<file path="src/pkg/mif_consts.svh">
/*
 * Constants of the interrupt flag and dispatch block: register offsets,
 * field positions, implemented-bit masks, reset values and stack sizes.
 * Assumes it is included by bare name from the package and the design file.
 */
`ifndef MIF_CONSTS_SVH
`define MIF_CONSTS_SVH

// ****************************************************************
// register byte offsets on the bus
// ****************************************************************
`define MIF_ADR_PIN       8'h00
`define MIF_ADR_TMRA      8'h04
`define MIF_ADR_TMRB      8'h08
`define MIF_ADR_SER       8'h0c
`define MIF_ADR_MISC      8'h10
`define MIF_ADR_GRP       8'h14
`define MIF_ADR_CORE      8'h18
`define MIF_ADR_EDGE      8'h1c
`define MIF_ADR_STK       8'h20

// ****************************************************************
// field layout and implemented bits
// ****************************************************************
`define MIF_FLAG_LSB      4
`define MIF_EN_LSB        0
`define MIF_PIN2_BIT      0
`define MIF_PIN3_BIT      1
`define MIF_GLB_EN_BIT    0
`define MIF_EDGE_LSB      4
`define MIF_STK_FULL_BIT  7
`define MIF_MASK_PIN      8'h33
`define MIF_MASK_TMRA_S   8'h33
`define MIF_MASK_TMRA_L   8'hff
`define MIF_MASK_TMRB     8'h77
`define MIF_MASK_SER_S    8'h33
`define MIF_MASK_SER_L    8'hff
`define MIF_MASK_MISC     8'h77
`define MIF_VAR_TMR2      1
`define MIF_VAR_TMR3      2
`define MIF_RST_REG       8'h00
`define MIF_RST_EDGE      4'h0

// ****************************************************************
// edge select codes, stack and program counter
// ****************************************************************
`define MIF_EDGE_OFF      2'h0
`define MIF_EDGE_RISE     2'h1
`define MIF_EDGE_FALL     2'h2
`define MIF_EDGE_BOTH     2'h3
`define MIF_PC_W          13
`define MIF_SP_W          4
`define MIF_STK_DEPTH     4'h8

`endif

</file>
<file path="src/pkg/mif_pkg.sv">
/*
 * Types of the interrupt flag and dispatch block: bus request, source
 * events, cpu sequencer request and answer, source identifiers.
 * Assumes mif_consts.svh is on the include path.
 */
`include "mif_consts.svh"

package mif_pkg;

   typedef struct packed {
      logic        cyc;
      logic        stb;
      logic        we;
      logic [3:0]  sel;
      logic [7:0]  adr;
      logic [31:0] dat;
   } mif_wb_req_t;

   // each nibble lines up with the flag nibble of its control register
   typedef struct packed {
      logic [3:0] misc;
      logic [3:0] serial;
      logic [3:0] timer_b;
      logic [3:0] timer_a;
   } mif_src_evt_t;

   typedef struct packed {
      logic                 boundary;
      logic                 call_push;
      logic                 return_pop;
      logic [`MIF_PC_W-1:0] next_pc;
   } mif_cpu_req_t;

   typedef struct packed {
      logic                 vec_load;
      logic [`MIF_PC_W-1:0] vec_addr;
      logic                 ret_load;
      logic [`MIF_PC_W-1:0] ret_addr;
   } mif_cpu_ans_t;

   typedef enum logic [2:0] {
      MIF_SRC_PIN2,
      MIF_SRC_PIN3,
      MIF_SRC_MF0,
      MIF_SRC_MF1,
      MIF_SRC_MF2,
      MIF_SRC_MF3
   } mif_src_t;

endpackage

</file>
<file path="src/verilog/mif_irq_ctrl.sv">
/*
 * Interrupt request latching and vector dispatch: flag/enable registers,
 * group flags, global enable, fixed priority pick, hardware stack, wake-up.
 * Assumes a classic Wishbone master, single-cycle source event pulses and
 * pin levels synchronous to i_mclk, and a sequencer that offers boundaries.
 */
`timescale 1ns/1ps
`default_nettype none
`include "mif_consts.svh"

// Operation
// RULE_01: extra-pin register flags 5:4, enables 1:0
// RULE_02: timer 0 flags 5:4, enables 1:0
// RULE_03: timer 2 bits only on larger variants
// RULE_04: timer 1 flags 6:4, enables 2:0
// RULE_05: peripheral and serial flags 5:4, enables 1:0
// RULE_06: timer 3 bits only on two largest
// RULE_07: serial port, eeprom, low-voltage flags 6:4
// RULE_08: events set flags regardless of enable
// RULE_09: enable bit gates the vector jump
// RULE_10: global enable low blocks all interrupts
// RULE_11: taking pushes next pc onto stack
// RULE_12: then pc loads the source vector
// RULE_13: return pops the saved pc
// RULE_14: dedicated vectors and shared group vectors
// RULE_15: servicing clears the global enable
// RULE_16: requests while blocked stay latched
// RULE_17: software may re-enable for nesting
// RULE_18: full stack blocks acknowledging requests
// RULE_19: simultaneous requests served by fixed priority
// RULE_20: any flag becoming set wakes device
// RULE_21: software presets flag to avoid wake
// RULE_22: member flag set also sets group flag
// RULE_23: servicing clears group flag, members stay
// RULE_24: two-bit edge select per extra pin
// RULE_25: dedicated sources clear their flag on service
// RULE_26: groups formed one per source register
// RULE_27: vectors and priority order are parameters
module mif_irq_ctrl #(
   parameter int unsigned                 VARIANT    = 3,
   parameter logic [17:0]                 PRIO_ORDER = {3'h5, 3'h4, 3'h3, 3'h2, 3'h1, 3'h0},
   parameter logic [6*`MIF_PC_W-1:0]      VEC_ADDR   = {13'h0018, 13'h0014, 13'h0010,
                                                        13'h000c, 13'h0008, 13'h0004}
) (
   input  wire logic                  i_mclk,
   input  wire logic                  i_sys_rst,
   input  wire mif_pkg::mif_wb_req_t  i_wb,
   output var  logic                  o_wb_ack,
   output var  logic [31:0]           o_wb_dat,
   input  wire mif_pkg::mif_src_evt_t i_src_evt,
   input  wire logic [1:0]            i_ext_pin,
   input  wire mif_pkg::mif_cpu_req_t i_cpu,
   output var  mif_pkg::mif_cpu_ans_t o_cpu,
   output var  logic                  o_stack_full,
   output var  logic                  o_wake,
   output var  logic                  o_global_irq_en
);
   import mif_pkg::*;

   // ****************************************************************
   // implemented bits per register
   // ****************************************************************
   localparam logic [7:0] MASK [5] = '{
      `MIF_MASK_PIN,
      (VARIANT >= `MIF_VAR_TMR2) ? `MIF_MASK_TMRA_L : `MIF_MASK_TMRA_S,    // RULE_03
      `MIF_MASK_TMRB,
      (VARIANT >= `MIF_VAR_TMR3) ? `MIF_MASK_SER_L : `MIF_MASK_SER_S,      // RULE_06
      `MIF_MASK_MISC
   };

   // ****************************************************************
   // state
   // ****************************************************************
   logic [7:0]            ctl [5];
   logic [7:0]            next_ctl [5];
   logic [7:0]            grp;
   logic [7:0]            next_grp;
   logic                  glb_en;
   logic                  next_glb_en;
   logic [3:0]            edge_sel;
   logic [3:0]            next_edge_sel;
   logic [1:0]            pin_prev;
   logic                  wake;
   logic                  next_wake;
   logic [`MIF_PC_W-1:0]  stk [8];
   logic [`MIF_PC_W-1:0]  next_stk [8];
   logic [`MIF_SP_W-1:0]  sp;
   logic [`MIF_SP_W-1:0]  next_sp;
   logic                  full;
   logic                  next_full;
   mif_cpu_ans_t          ans;
   mif_cpu_ans_t          next_ans;
   logic                  ack;
   logic                  next_ack;
   logic [31:0]           rdat;
   logic [31:0]           next_rdat;

   logic [7:0]            set_bits [5];
   logic [3:0]            grp_set;
   logic [3:0]            mem_pend;
   logic [5:0]            req;
   logic [1:0]            pin_hit;
   logic                  hit;
   logic                  take;
   logic                  push_call;
   logic                  pop;
   logic                  wr;
   mif_src_t              sel;

   // ****************************************************************
   // pin edges, events and requests
   // ****************************************************************
   always_comb begin
      logic [1:0] code;
      logic       rise;
      logic       fall;
      code = 2'h0;
      rise = 1'b0;
      fall = 1'b0;
      for (int i = 0; i < 2; i++) begin
         code = edge_sel[2*i +: 2];
         rise = i_ext_pin[i] & ~pin_prev[i];
         fall = ~i_ext_pin[i] & pin_prev[i];
         unique case (code)                                               // RULE_24
            `MIF_EDGE_OFF:  pin_hit[i] = 1'b0;
            `MIF_EDGE_RISE: pin_hit[i] = rise;
            `MIF_EDGE_FALL: pin_hit[i] = fall;
            `MIF_EDGE_BOTH: pin_hit[i] = rise | fall;
         endcase
      end
      // events set flags whatever the enables say
      set_bits[0] = {2'h0, pin_hit, 4'h0} & MASK[0];                      // RULE_08
      set_bits[1] = {i_src_evt.timer_a, 4'h0} & MASK[1];                  // RULE_02
      set_bits[2] = {i_src_evt.timer_b, 4'h0} & MASK[2];                  // RULE_04
      set_bits[3] = {i_src_evt.serial, 4'h0} & MASK[3];                   // RULE_05
      set_bits[4] = {i_src_evt.misc, 4'h0} & MASK[4];                     // RULE_07
      for (int k = 0; k < 4; k++) begin
         grp_set[k]  = |set_bits[k+1];                                    // RULE_22 RULE_26
         mem_pend[k] = |(ctl[k+1][7:4] & ctl[k+1][3:0]);                  // RULE_09
      end
      req[0] = ctl[0][`MIF_FLAG_LSB + `MIF_PIN2_BIT] & ctl[0][`MIF_EN_LSB + `MIF_PIN2_BIT];
      req[1] = ctl[0][`MIF_FLAG_LSB + `MIF_PIN3_BIT] & ctl[0][`MIF_EN_LSB + `MIF_PIN3_BIT];
      req[5:2] = grp[7:4] & grp[3:0] & mem_pend;                          // RULE_14
   end

   // ****************************************************************
   // priority pick and dispatch decision
   // ****************************************************************
   always_comb begin
      hit = 1'b0;
      sel = MIF_SRC_PIN2;
      // walk from lowest to highest so the highest pending one remains
      for (int p = 5; p >= 0; p--) begin
         if (req[PRIO_ORDER[3*p +: 3]]) begin                             // RULE_19 RULE_27
            hit = 1'b1;
            sel = mif_src_t'(PRIO_ORDER[3*p +: 3]);
         end
      end
      // a boundary with a call or return in flight is not used
      take = hit & glb_en & ~full & i_cpu.boundary                        // RULE_10 RULE_18
             & ~i_cpu.call_push & ~i_cpu.return_pop;
      push_call = i_cpu.call_push & ~full;
      pop = i_cpu.return_pop & ~i_cpu.call_push & (sp != 4'h0);
   end

   // ****************************************************************
   // flag, enable and control registers
   // ****************************************************************
   always_comb begin
      logic [7:0] base;
      logic [7:0] clr;
      base = 8'h00;
      clr  = 8'h00;
      wr = i_wb.cyc & i_wb.stb & i_wb.we & ack & i_wb.sel[0];
      for (int r = 0; r < 5; r++) begin
         base = (wr && i_wb.adr == 8'(4 * r)) ? i_wb.dat[7:0] : ctl[r];
         clr = 8'h00;
         if (r == 0 && take && sel == MIF_SRC_PIN2) begin
            clr[`MIF_FLAG_LSB + `MIF_PIN2_BIT] = 1'b1;                    // RULE_25
         end
         if (r == 0 && take && sel == MIF_SRC_PIN3) begin
            clr[`MIF_FLAG_LSB + `MIF_PIN3_BIT] = 1'b1;                    // RULE_25
         end
         // a set in the clearing cycle survives
         next_ctl[r] = ((base & ~clr) | set_bits[r]) & MASK[r];           // RULE_01 RULE_16
      end
      base = (wr && i_wb.adr == `MIF_ADR_GRP) ? i_wb.dat[7:0] : grp;
      clr = 8'h00;
      if (take && sel >= MIF_SRC_MF0) begin
         clr[`MIF_FLAG_LSB + 32'(sel) - 2] = 1'b1;                        // RULE_23
      end
      next_grp = (base & ~clr) | {grp_set, 4'h0};
      next_glb_en = glb_en;
      if (wr && i_wb.adr == `MIF_ADR_CORE) begin
         next_glb_en = i_wb.dat[`MIF_GLB_EN_BIT];                         // RULE_17
      end
      if (take) begin
         next_glb_en = 1'b0;                                              // RULE_15
      end
      next_edge_sel = edge_sel;
      if (wr && i_wb.adr == `MIF_ADR_EDGE) begin
         next_edge_sel = i_wb.dat[`MIF_EDGE_LSB +: 4];
      end
      next_wake = |(grp_set & ~grp[7:4]);
      for (int r = 0; r < 5; r++) begin
         next_wake = next_wake | (|(set_bits[r] & ~ctl[r]));              // RULE_20
      end
   end

   // ****************************************************************
   // hardware stack and sequencer answer
   // ****************************************************************
   always_comb begin
      next_stk = stk;
      next_sp = sp;
      next_ans = ans;
      next_ans.vec_load = take;
      next_ans.ret_load = pop;
      if (take) begin
         next_stk[sp[2:0]] = i_cpu.next_pc;                               // RULE_11
         next_sp = sp + 4'h1;
         next_ans.vec_addr = VEC_ADDR[`MIF_PC_W*32'(sel) +: `MIF_PC_W];  // RULE_12
      end else if (push_call) begin
         next_stk[sp[2:0]] = i_cpu.next_pc;
         next_sp = sp + 4'h1;
      end else if (pop) begin
         next_sp = sp - 4'h1;
         next_ans.ret_addr = stk[3'(sp - 4'h1)];                          // RULE_13
      end
      next_full = (next_sp == `MIF_STK_DEPTH);
   end

   // ****************************************************************
   // wishbone slave
   // ****************************************************************
   always_comb begin
      next_ack = i_wb.cyc & i_wb.stb & ~ack;
      next_rdat = 32'h0000_0000;
      if (next_ack && !i_wb.we) begin
         unique case (i_wb.adr)
            `MIF_ADR_PIN:  next_rdat[7:0] = ctl[0];
            `MIF_ADR_TMRA: next_rdat[7:0] = ctl[1];
            `MIF_ADR_TMRB: next_rdat[7:0] = ctl[2];
            `MIF_ADR_SER:  next_rdat[7:0] = ctl[3];
            `MIF_ADR_MISC: next_rdat[7:0] = ctl[4];
            `MIF_ADR_GRP:  next_rdat[7:0] = grp;
            `MIF_ADR_CORE: next_rdat[`MIF_GLB_EN_BIT] = glb_en;
            `MIF_ADR_EDGE: next_rdat[7:0] = {edge_sel, 4'h0};
            `MIF_ADR_STK:  next_rdat[7:0] = {full, 3'h0, sp};
            default:       next_rdat = 32'h0000_0000;
         endcase
      end
   end

   always_ff @(posedge i_mclk) begin
      if (i_sys_rst) begin
         for (int r = 0; r < 5; r++) begin
            ctl[r] <= `MIF_RST_REG;
         end
         for (int s = 0; s < 8; s++) begin
            stk[s] <= '0;
         end
         grp      <= `MIF_RST_REG;
         glb_en   <= 1'b0;
         edge_sel <= `MIF_RST_EDGE;
         pin_prev <= 2'h0;
         wake     <= 1'b0;
         sp       <= 4'h0;
         full     <= 1'b0;
         ans      <= '0;
         ack      <= 1'b0;
         rdat     <= 32'h0000_0000;
      end else begin
         ctl      <= next_ctl;
         stk      <= next_stk;
         grp      <= next_grp;
         glb_en   <= next_glb_en;
         edge_sel <= next_edge_sel;
         pin_prev <= i_ext_pin;
         wake     <= next_wake;
         sp       <= next_sp;
         full     <= next_full;
         ans      <= next_ans;
         ack      <= next_ack;
         rdat     <= next_rdat;
      end
   end

   assign o_wb_ack        = ack;
   assign o_wb_dat        = rdat;
   assign o_cpu           = ans;
   assign o_stack_full    = full;
   assign o_wake          = wake;
   assign o_global_irq_en = glb_en;
endmodule
`default_nettype wire

</file>
<file path="config.mk">
export PLATFORM = sky130hd
export DESIGN_NAME = mif_irq_ctrl
export DESIGN_NICKNAME = d
export VERILOG_FILES = /design/src/pkg/mif_pkg.sv /design/src/verilog/mif_irq_ctrl.sv
export VERILOG_INCLUDE_DIRS = /design/src /design/src/pkg
export SDC_FILE = /design/constraint.sdc
export NUM_CORES = 1
export LEC_CHECK = 0
export BUFFER_PORTS_ARGS = -buffer_cell sky130_fd_sc_hd__buf_4
export CAP_MARGIN = 20
export CELL_PAD_IN_SITES_DETAIL_PLACEMENT = 1
export CELL_PAD_IN_SITES_GLOBAL_PLACEMENT = 2
export CORE_MARGIN = 3
export CORE_UTILIZATION = 38
export CTS_CLUSTER_DIAMETER = 120
export CTS_CLUSTER_SIZE = 10
export DETAILED_ROUTE_END_ITERATION = 8
export GPL_ROUTABILITY_DRIVEN = 0
export PLACE_DENSITY_LB_ADDON = 0.1
export SYNTH_ARGS = -nofsm -noshare
export SYNTH_HDL_FRONTEND = slang
export SYNTH_SLANG_ARGS = --single-unit
</file>
<file path="constraint.sdc">
create_clock -name i_mclk -period 5.3 [get_ports i_mclk]
set_input_delay 1.06 -clock i_mclk [delete_from_list [all_inputs] [get_ports i_mclk]]
set_output_delay 1.06 -clock i_mclk [all_outputs]
set_load 0.05 [all_outputs]
</file>
==> impl_summary.md, run 1 <==
Detailed routing
The starting DRC count in detailed routing is 649. The first TritonRoute pass finished after 5 iterations. The number of nets still failing antenna checks after routing is 0. After detailed routing, the average wire length per cell comes to 21.7 microns. Using the TritonRoute via totals, the vias-per-cell ratio works out to 5.70.

The final routed DRC violation total is 0. The routed design has 30.1 mm of wire. The overall via count from detail_route is 7898.

Place
The placed wire-length estimate is 20.0 mm. The count of buffers from port buffering is 83.

Yosys
The largest area contributor in the synthesized netlist is sky130_fd_sc_hd__dfxtp_1. Sequential elements use 40.0% of the synthesized area. In this run the biggest area consumer among cell types represents 40.0% of the synthesized area. For this run, the number of Yosys warnings is 0. The most used flip-flop cell after synthesis is sky130_fd_sc_hd__dfxtp_1.

Yosys attributes the largest share of cell area to sky130_fd_sc_hd__dfxtp_1 40%, sky130_fd_sc_hd__mux2i_1 8.8%, sky130_fd_sc_hd__mux4_2 6.4%, sky130_fd_sc_hd__a21oi_1 5.9%, sky130_fd_sc_hd__o211ai_1 4.7%. The post-synth design cell area is 0.00920 sq mm. Sorting the synthesized cells by how often they occur yields 184 x sky130_fd_sc_hd__dfxtp_1, 108 x sky130_fd_sc_hd__a21oi_1, 83 x sky130_fd_sc_hd__nand3_1. The per-instance average area after synthesis is 9.17 sq um. The flop and latch count out of synthesis is 184. Synthesis instantiated 59 different standard cells from the library. The synthesized instance count is 1003.

Yosys mapped a number of flops with a built-in enable equal to 0. The async set-reset flop share out of synthesis is 0%. The most common cell in the synthesized netlist is sky130_fd_sc_hd__dfxtp_1.

Worst setup path
The buffer and inverter count on the worst path is 0. The critical path goes through a222oi_1, nor2_1, or3_1, o21ai_4, a2111o_1, mux2i_1. At the worst endpoint, the required time is 5.67 ns. The kind of cell with the highest combined delay on the critical path is compound AO/OA/AOI/OAI gates. The logic depth of the worst register-to-register path is 6. The nature of the critical path endpoint is a flop. The cell depth of the worst setup path is 6.

Data on the critical path arrives at its endpoint at 3.66 ns. The nature of the critical path startpoint is a flop. Of all nets on the critical path, the largest fanout is 13. The slowest stage of the critical path belongs to the cell sky130_fd_sc_hd__a2111o_1. The category of the most critical setup path is reg2reg. The largest stage delay on the critical path is 0.87 ns.

Timing
The transition at the pin with the smallest max-transition slack is 1.02 ns. The setup TNS after final layout is 0 ns. Setup repair after global routing left no endpoint under its margin.

The final period demand of the worst path is 3.29 ns. The count of final setup violators is 0. The total count of max-transition violations in the final report is 0. Clock skew on the completed layout was measured at 0.0210 ns.

Timing would allow up to 304 MHz. The remaining max-slew budget at the tightest pin is 32.3%. The share of the cycle needed by the critical path after routing is 62.0%. The final-report hold violation count is 0.

CTS
In this run, post-CTS repair resized a total of 0 instances. The number of buffers between clock root and the deepest sink is 2. The count of clock tree sinks is 184. The H-tree was split into 4 levels. The clock root buffer is sky130_fd_sc_hd__clkbuf_16. TritonCTS created 17 clock buffers. In this run the post-CTS setup repair buffer count came out at 0.

TritonCTS built the clock tree. The clock transition at the registers of the reported paths is 0.09 ns. Hold repair after CTS inserted 0 buffers. The later pin in the worst-skew pair is clocked with a latency of 0.45 ns.

Floorplan
During I/O placement, the number of pins put on the boundary was 147. The row count is 56. The full die area is 0.0261 sq mm. The starting density of the core is 39.0%. The placeable core area is 0.0236 sq mm. The die outline width is 162 microns.

The vertical die dimension is 162 microns.

Power and ir drop
Of the total power, registers draw 44.7%. The total internal power is 2.25 mW. The switching fraction of total power is 32.0%.

Per report_power, the clock group accounts for 38.9% of the total. The proportion of power drawn by combinational gates is 16.5%. The maximum vdd ir drop is 0.165 mV. The net load switching power is 1.06 mW. Dividing total power by cell area gives a power density of 313 mW/mm^2.

Summed over all cells, the static leakage comes to 4.06 nW.

Global routing
The layer carrying the most global-route usage is met2. The first global-routing pass estimated 46.9 mm of wire. The global route total overflow is 0. The via count of the first global-routing pass is 7777. Entering global routing, the biggest net connects 128 pins. For met1 alone, demand over resource in global routing was 34.2%.

The number of antenna violations at the first check in global routing is 0. The routing usage on met3 is 3.57%. Global routing used 23.1% of the available tracks across all layers. The met2 usage in global routing is 35.9%.

Layout
The number of nets in the finished design is 1146. The share of layout cells above drive strength 1 is 17.4%. The utilization after layout is 44.7%. The number of diodes added for antenna fixing is 0. The growth of design area from synthesis to finish is 14.7%.

Worst hold path
The worst hold path belongs to the class reg2reg. Counting instances, the worst hold path has a depth of 2.

Run
The number of max-cap violations is 0.

Status
The flow ran to the end, and the final reports show no timing, DRC or antenna violations.
-- final cells by class --
cell class              count  area, sq um
inverters                  30          113
multi-input cells         713         4960
fillers                  2733        13100
flip-flops and latches    184         3680
clock inverters            14          148
repair buffers            108          821
clock buffers              18          429
well taps                 319          399
-- cells in the final DEF (no fill, tap or decap), drive strengths merged, types with 34 or more instances in the layout --
master	Yosys	final
a21oi	108	108
inv	29	37
nand2b	68	68
nand3	83	83
conb	1	34
o211ai	58	58
nand2	58	58
mux2i	81	81
buf	54	107
nor2	45	45
dfxtp	184	184
-- worst paths after layout --
check | from | to | slack, ns
max | ctl[20] | stk[63] | 2.01
min | stk[34] | stk[34] | 0.47
max reg2reg | ctl[20] | stk[63] | 2.01
min reg2reg | stk[34] | stk[34] | 0.47
-- worst min-delay path, cell delays in order, from the launching register on --
cell and delay [ns]:
sky130_fd_sc_hd__dfxtp_1 0.31, sky130_fd_sc_hd__nand3_1 0.06, sky130_fd_sc_hd__a21oi_1 0.06
-- state kept, by name, summed over array words and instances (netlist names), 2 cells and up --
signal and flops:
stk 104, ctl 32, o_cpu 18, grp 8
o_wb_dat 8, edge_sel 4, sp 4, pin_prev 2
-- power by group through the flow --
stage	Clock [mW]	Sequential [mW]	Combinational [mW]
6_report	1.28	1.47	0.544
5_1_grt	1.37	1.48	0.581
4_1_cts	1.31	1.47	0.544
3_5_place_dp	0	1.51	0.541
3_3_place_gp	0	1.51	0.537
2_1_floorplan	0	1.53	0.349
-- per-stage QoR --
step	power (mW)	instance area (sq um)	hold slack [ns]	std cells	setup WS (ns)
final	3.30	10600	0.468	1386	2.01
after global routing	3.44	10600	0.487	1386	1.82
after CTS	3.33	10500	0.470	1385	1.98
after detailed placement	2.05	9970	0.460	1353	1.89
after global placement	2.04	9970	0.452	1353	1.92
after floorplan	1.87	9320	0.445	1036	2.47
-- routing by layer --
layer  vias up  part of all wire [%]
li1       3716                     -
met1      3927                    48
met2       236                    45
met3        19                   5.7
met4         0                  0.72
met5         -                     0
-- cell families after synthesis --
logic type / share of synthesized area, %
other: 0.0408
buffers and inverters: 7.79
muxes: 15.7
xor gates and xnor gates: 0.286
DFF: 40.0
AOI/OAI and AO/OA: 17.9
adders and majority gates: 1.22
and+or+nand+nor: 17.0
No activity file was read; power rests on OpenSTA's default activity.
==> inputs of run 2 (changes only) <==
--- a/config.mk
+++ b/config.mk
@@ -11,7 +11,7 @@
 export CELL_PAD_IN_SITES_DETAIL_PLACEMENT = 1
 export CELL_PAD_IN_SITES_GLOBAL_PLACEMENT = 2
 export CORE_MARGIN = 3
-export CORE_UTILIZATION = 38
+export CORE_UTILIZATION = 35
 export CTS_CLUSTER_DIAMETER = 120
 export CTS_CLUSTER_SIZE = 10
 export DETAILED_ROUTE_END_ITERATION = 8
==> constraint.sdc (replaced) <==
create_clock -name i_mclk -period 3.17 [get_ports i_mclk]
set_input_delay 0.634 -clock i_mclk [delete_from_list [all_inputs] [get_ports i_mclk]]
set_output_delay 0.634 -clock i_mclk [all_outputs]
set_load 0.05 [all_outputs]
==> run 2 against run 1 <==
Fmax grew 16%; clock skew down 0.0060 ns; sequential power is 67% higher; utilization decreased by 2.5 points; via count grew 0.96%; clock power increased by 71%; global-route usage decreased by 1.1 points.
==> impl_summary.md, run 2 (synthesized netlist as in run 1, its figures left out) <==
CTS
The post-CTS setup-driven buffer insertion count is 0 (unchanged). The count of clock tree sinks came to 184 (unchanged). The clock latency of the later-clocked register in the worst-skew pair is 0.45 ns (about the same). The clock transition at the registers of the reported paths is 0.07 ns (-0.02 ns). TritonCTS built the clock tree. The number of buffers added by the clock tree synthesis step is 17 (unchanged). The number of buffers between clock root and the deepest sink is 2 (unchanged). The number of H-tree branching levels is 4 (unchanged). The cts-stage hold buffer count is 0 (unchanged).

The post-cts sizing count is 0 (unchanged). The cell sitting at the root of the clock tree is a sky130_fd_sc_hd__clkbuf_16.

Layout
The utilization after layout came to 42.2% (-2.5 points). The share of layout cells above drive strength 1 is 18.9% (+1.5 points). The number of nets in the finished design is 1165 (+1.7%). Compared with the post-synthesis result, the final layout area differs by 16.7%.

In the layout the commonest cells are 183 x sky130_fd_sc_hd__dfxtp_1, 125 x sky130_fd_sc_hd__buf_4, 107 x sky130_fd_sc_hd__a21oi_1. The area of all placed cells without fillers is 0.0107 sq mm (+1.8%). The largest register by flop count is stk. The number of diodes added for antenna fixing is 0 (unchanged).

The number of cells in the finished layout apart from fillers came to 1415 (+2.1%). The commonest non-fill, non-tap cell in the layout is sky130_fd_sc_hd__dfxtp_1. The flip-flop count of the largest register, all copies and words added is 104 (unchanged).

Worst setup path
The worst setup path startpoint is ctl[16]. The category of the most critical setup path is reg2reg. The slowest library cell on the worst path is sky130_fd_sc_hd__or3_1. The nature of the critical path startpoint is a flop. The endpoint of the most critical setup path is stk[64]. The largest stage delay on the critical path is 0.61 ns (-0.26 ns). The logic depth of the worst register-to-register path is 7 (+1).

The worst-path maximum fanout is 13 (unchanged). The data arrival time at the worst-slack endpoint was 3.20 ns (-0.46 ns). Walking the worst path, the cells encountered are a222oi_1, nor2_1, or3_1, o21ai_4, a2111o_1, buf_12, mux2i_1.

The reg-to-reg setup timing slack came to 0.34 ns (-1.67 ns). STA classifies the critical path endpoint as a flop. The data required time of the critical path is 3.54 ns (-2.13 ns).

The endpoint of the worst-slack reg-to-reg timing path is stk[64]. In this run the critical register-to-register path is launched from ctl[16].

Power and ir drop
The switching fraction of total power was 31.3% (-0.64 points). The total power divided by cell area came to 522 mW/mm^2 (+67%). The total internal power is 3.85 mW (+71%).

The static leakage is 4.17 nW (+2.6%). The net load switching power is 1.76 mW (+66%). The maximum vdd ir drop is 0.254 mV (+54%).

The share of total power in sequential cells is 44.0% (-0.7 points). The proportion of power drawn by combinational gates was 17.0% (+0.5 points). The share of power burned in the clock network was 39.0% (about the same). The total power was 5.60 mW (+70%).

Timing
The setup TNS after final layout is 0 ns (unchanged). The final period demand of the worst path is 2.83 ns (-0.456 ns). The timing-limited maximum frequency is 353 MHz (+16%). The final-report hold violation count is 0 (unchanged). Setup repair after global routing left no endpoint under its margin. The setup clock skew after layout is 0.0150 ns (-0.00599 ns). The transition at the pin with the smallest max-transition slack came to 0.816 ns (-0.200 ns).

The remaining max-slew budget at the tightest pin came to 45.1% (+13 points). The total count of max-transition violations in the final report is 0 (unchanged). The final critical-path setup slack is 0.338 ns (-1.67 ns). The tightest hold margin was 0.427 ns (-0.0406 ns). The share of the cycle needed by the critical path after routing is 89.3% (+27 points). The count of final setup violators was 0 (unchanged).

Place
The worst-case setup slack after placement is 0.319 ns (-1.57 ns). The post-detailed-placement cell area was 0.0102 sq mm (+1.8%). The placed instance count came to 1384 (+2.3%). The placed wire-length estimate came to 21.1 mm (+5.4%). The count of buffers from port buffering is 83 (unchanged).

Global routing
The global route total overflow is 0 (unchanged). The overall global routing resource usage is 21.9% (-1.1 points). The via count of the first global-routing pass is 8024 (+3.2%). The maximum number of pins on one net before global-route repair is 135 (+5.5%). The wire length of the first global-routing pass came to 48.4 mm (+3.3%). The number of antenna violations at the first check in global routing came to 0 (unchanged).

Worst hold path
The min-delay analysis places its worst path in the category in2reg.

Floorplan
The starting density of the core came to 36.1% (-2.8 points). The die outline width is 168 microns (+4.0%). The row count is 58 (+3.6%). The vertical die dimension is 168 microns (+4.0%). The placeable core area came to 0.0255 sq mm (+7.9%). The full die area is 0.0283 sq mm (+8.3%). The I/O pin count is 147 (unchanged).

Detailed routing
The average routed wire per standard cell is 22.0 microns (+1.4%). The starting DRC count in detailed routing is 684 (+5.4%). The final routed DRC violation total is 0 (unchanged). The overall via count from detail_route was 7974 (+0.96%). The routed wire length is 31.2 mm (+3.5%).

The detail-routed via count per cell came to 5.64 (-1.1%). The number of nets still failing antenna checks after routing is 0 (unchanged). The number of iterations in the first detailed-routing pass is 6 (+1).

Status
The run finished with clean final reports.

Run
The number of max-cap violations came to 0 (unchanged).
## run 2: power by group through the flow
stage	logic (mW)	clock network, mW	registers [mW]
2_1_floorplan	0.583	0	2.55
3_3_place_gp	0.948	0	2.51
3_5_place_dp	0.955	0	2.52
4_1_cts	0.958	2.24	2.46
5_1_grt	1.02	2.34	2.48
6_report	0.952	2.19	2.46
## run 2: layout make-up
class                   count  area [sq um]
repair buffers            127           978
well taps                 330           413
fillers                  2959         14700
clock buffers              17           425
flip-flops and latches    184          3680
inverters                  30           113
multi-input cells         713          4970
clock inverters            14           159
## run 2: metal layers
metal / global-route usage, % / vias to the layer above / part of all wire (%)
met5: 0 / - / 0
met4: 4.55 / 0 / 1.0
met3: 3.36 / 23 / 5.2
met2: 34.0 / 216 / 45
met1: 32.4 / 3984 / 49
li1: - / 3751 / -
## run 2: how the worst min path moves through the flow
stage	start	to	depth (start not counted)
final	i_ext_pin[1]	pin_prev[1]	3
after floorplan	stk[26]	stk[26]	2
after CTS	i_ext_pin[1]	pin_prev[1]	3
after global placement	o_cpu[16]	o_cpu[16]	2
after global routing	i_ext_pin[1]	pin_prev[1]	3
after detailed placement	o_cpu[16]	o_cpu[16]	2
## run 2: worst max-delay path: cells and delay by family, from the launching register on
kind / cells / cell delay (ns)
AND/OR/NAND/NOR: 2 / 0.82
multiplexers: 1 / 0.21
flip-flops: 1 / 0.37
buffers and inverters: 1 / 0.18
AO/OA/AOI/OAI: 3 / 1.17
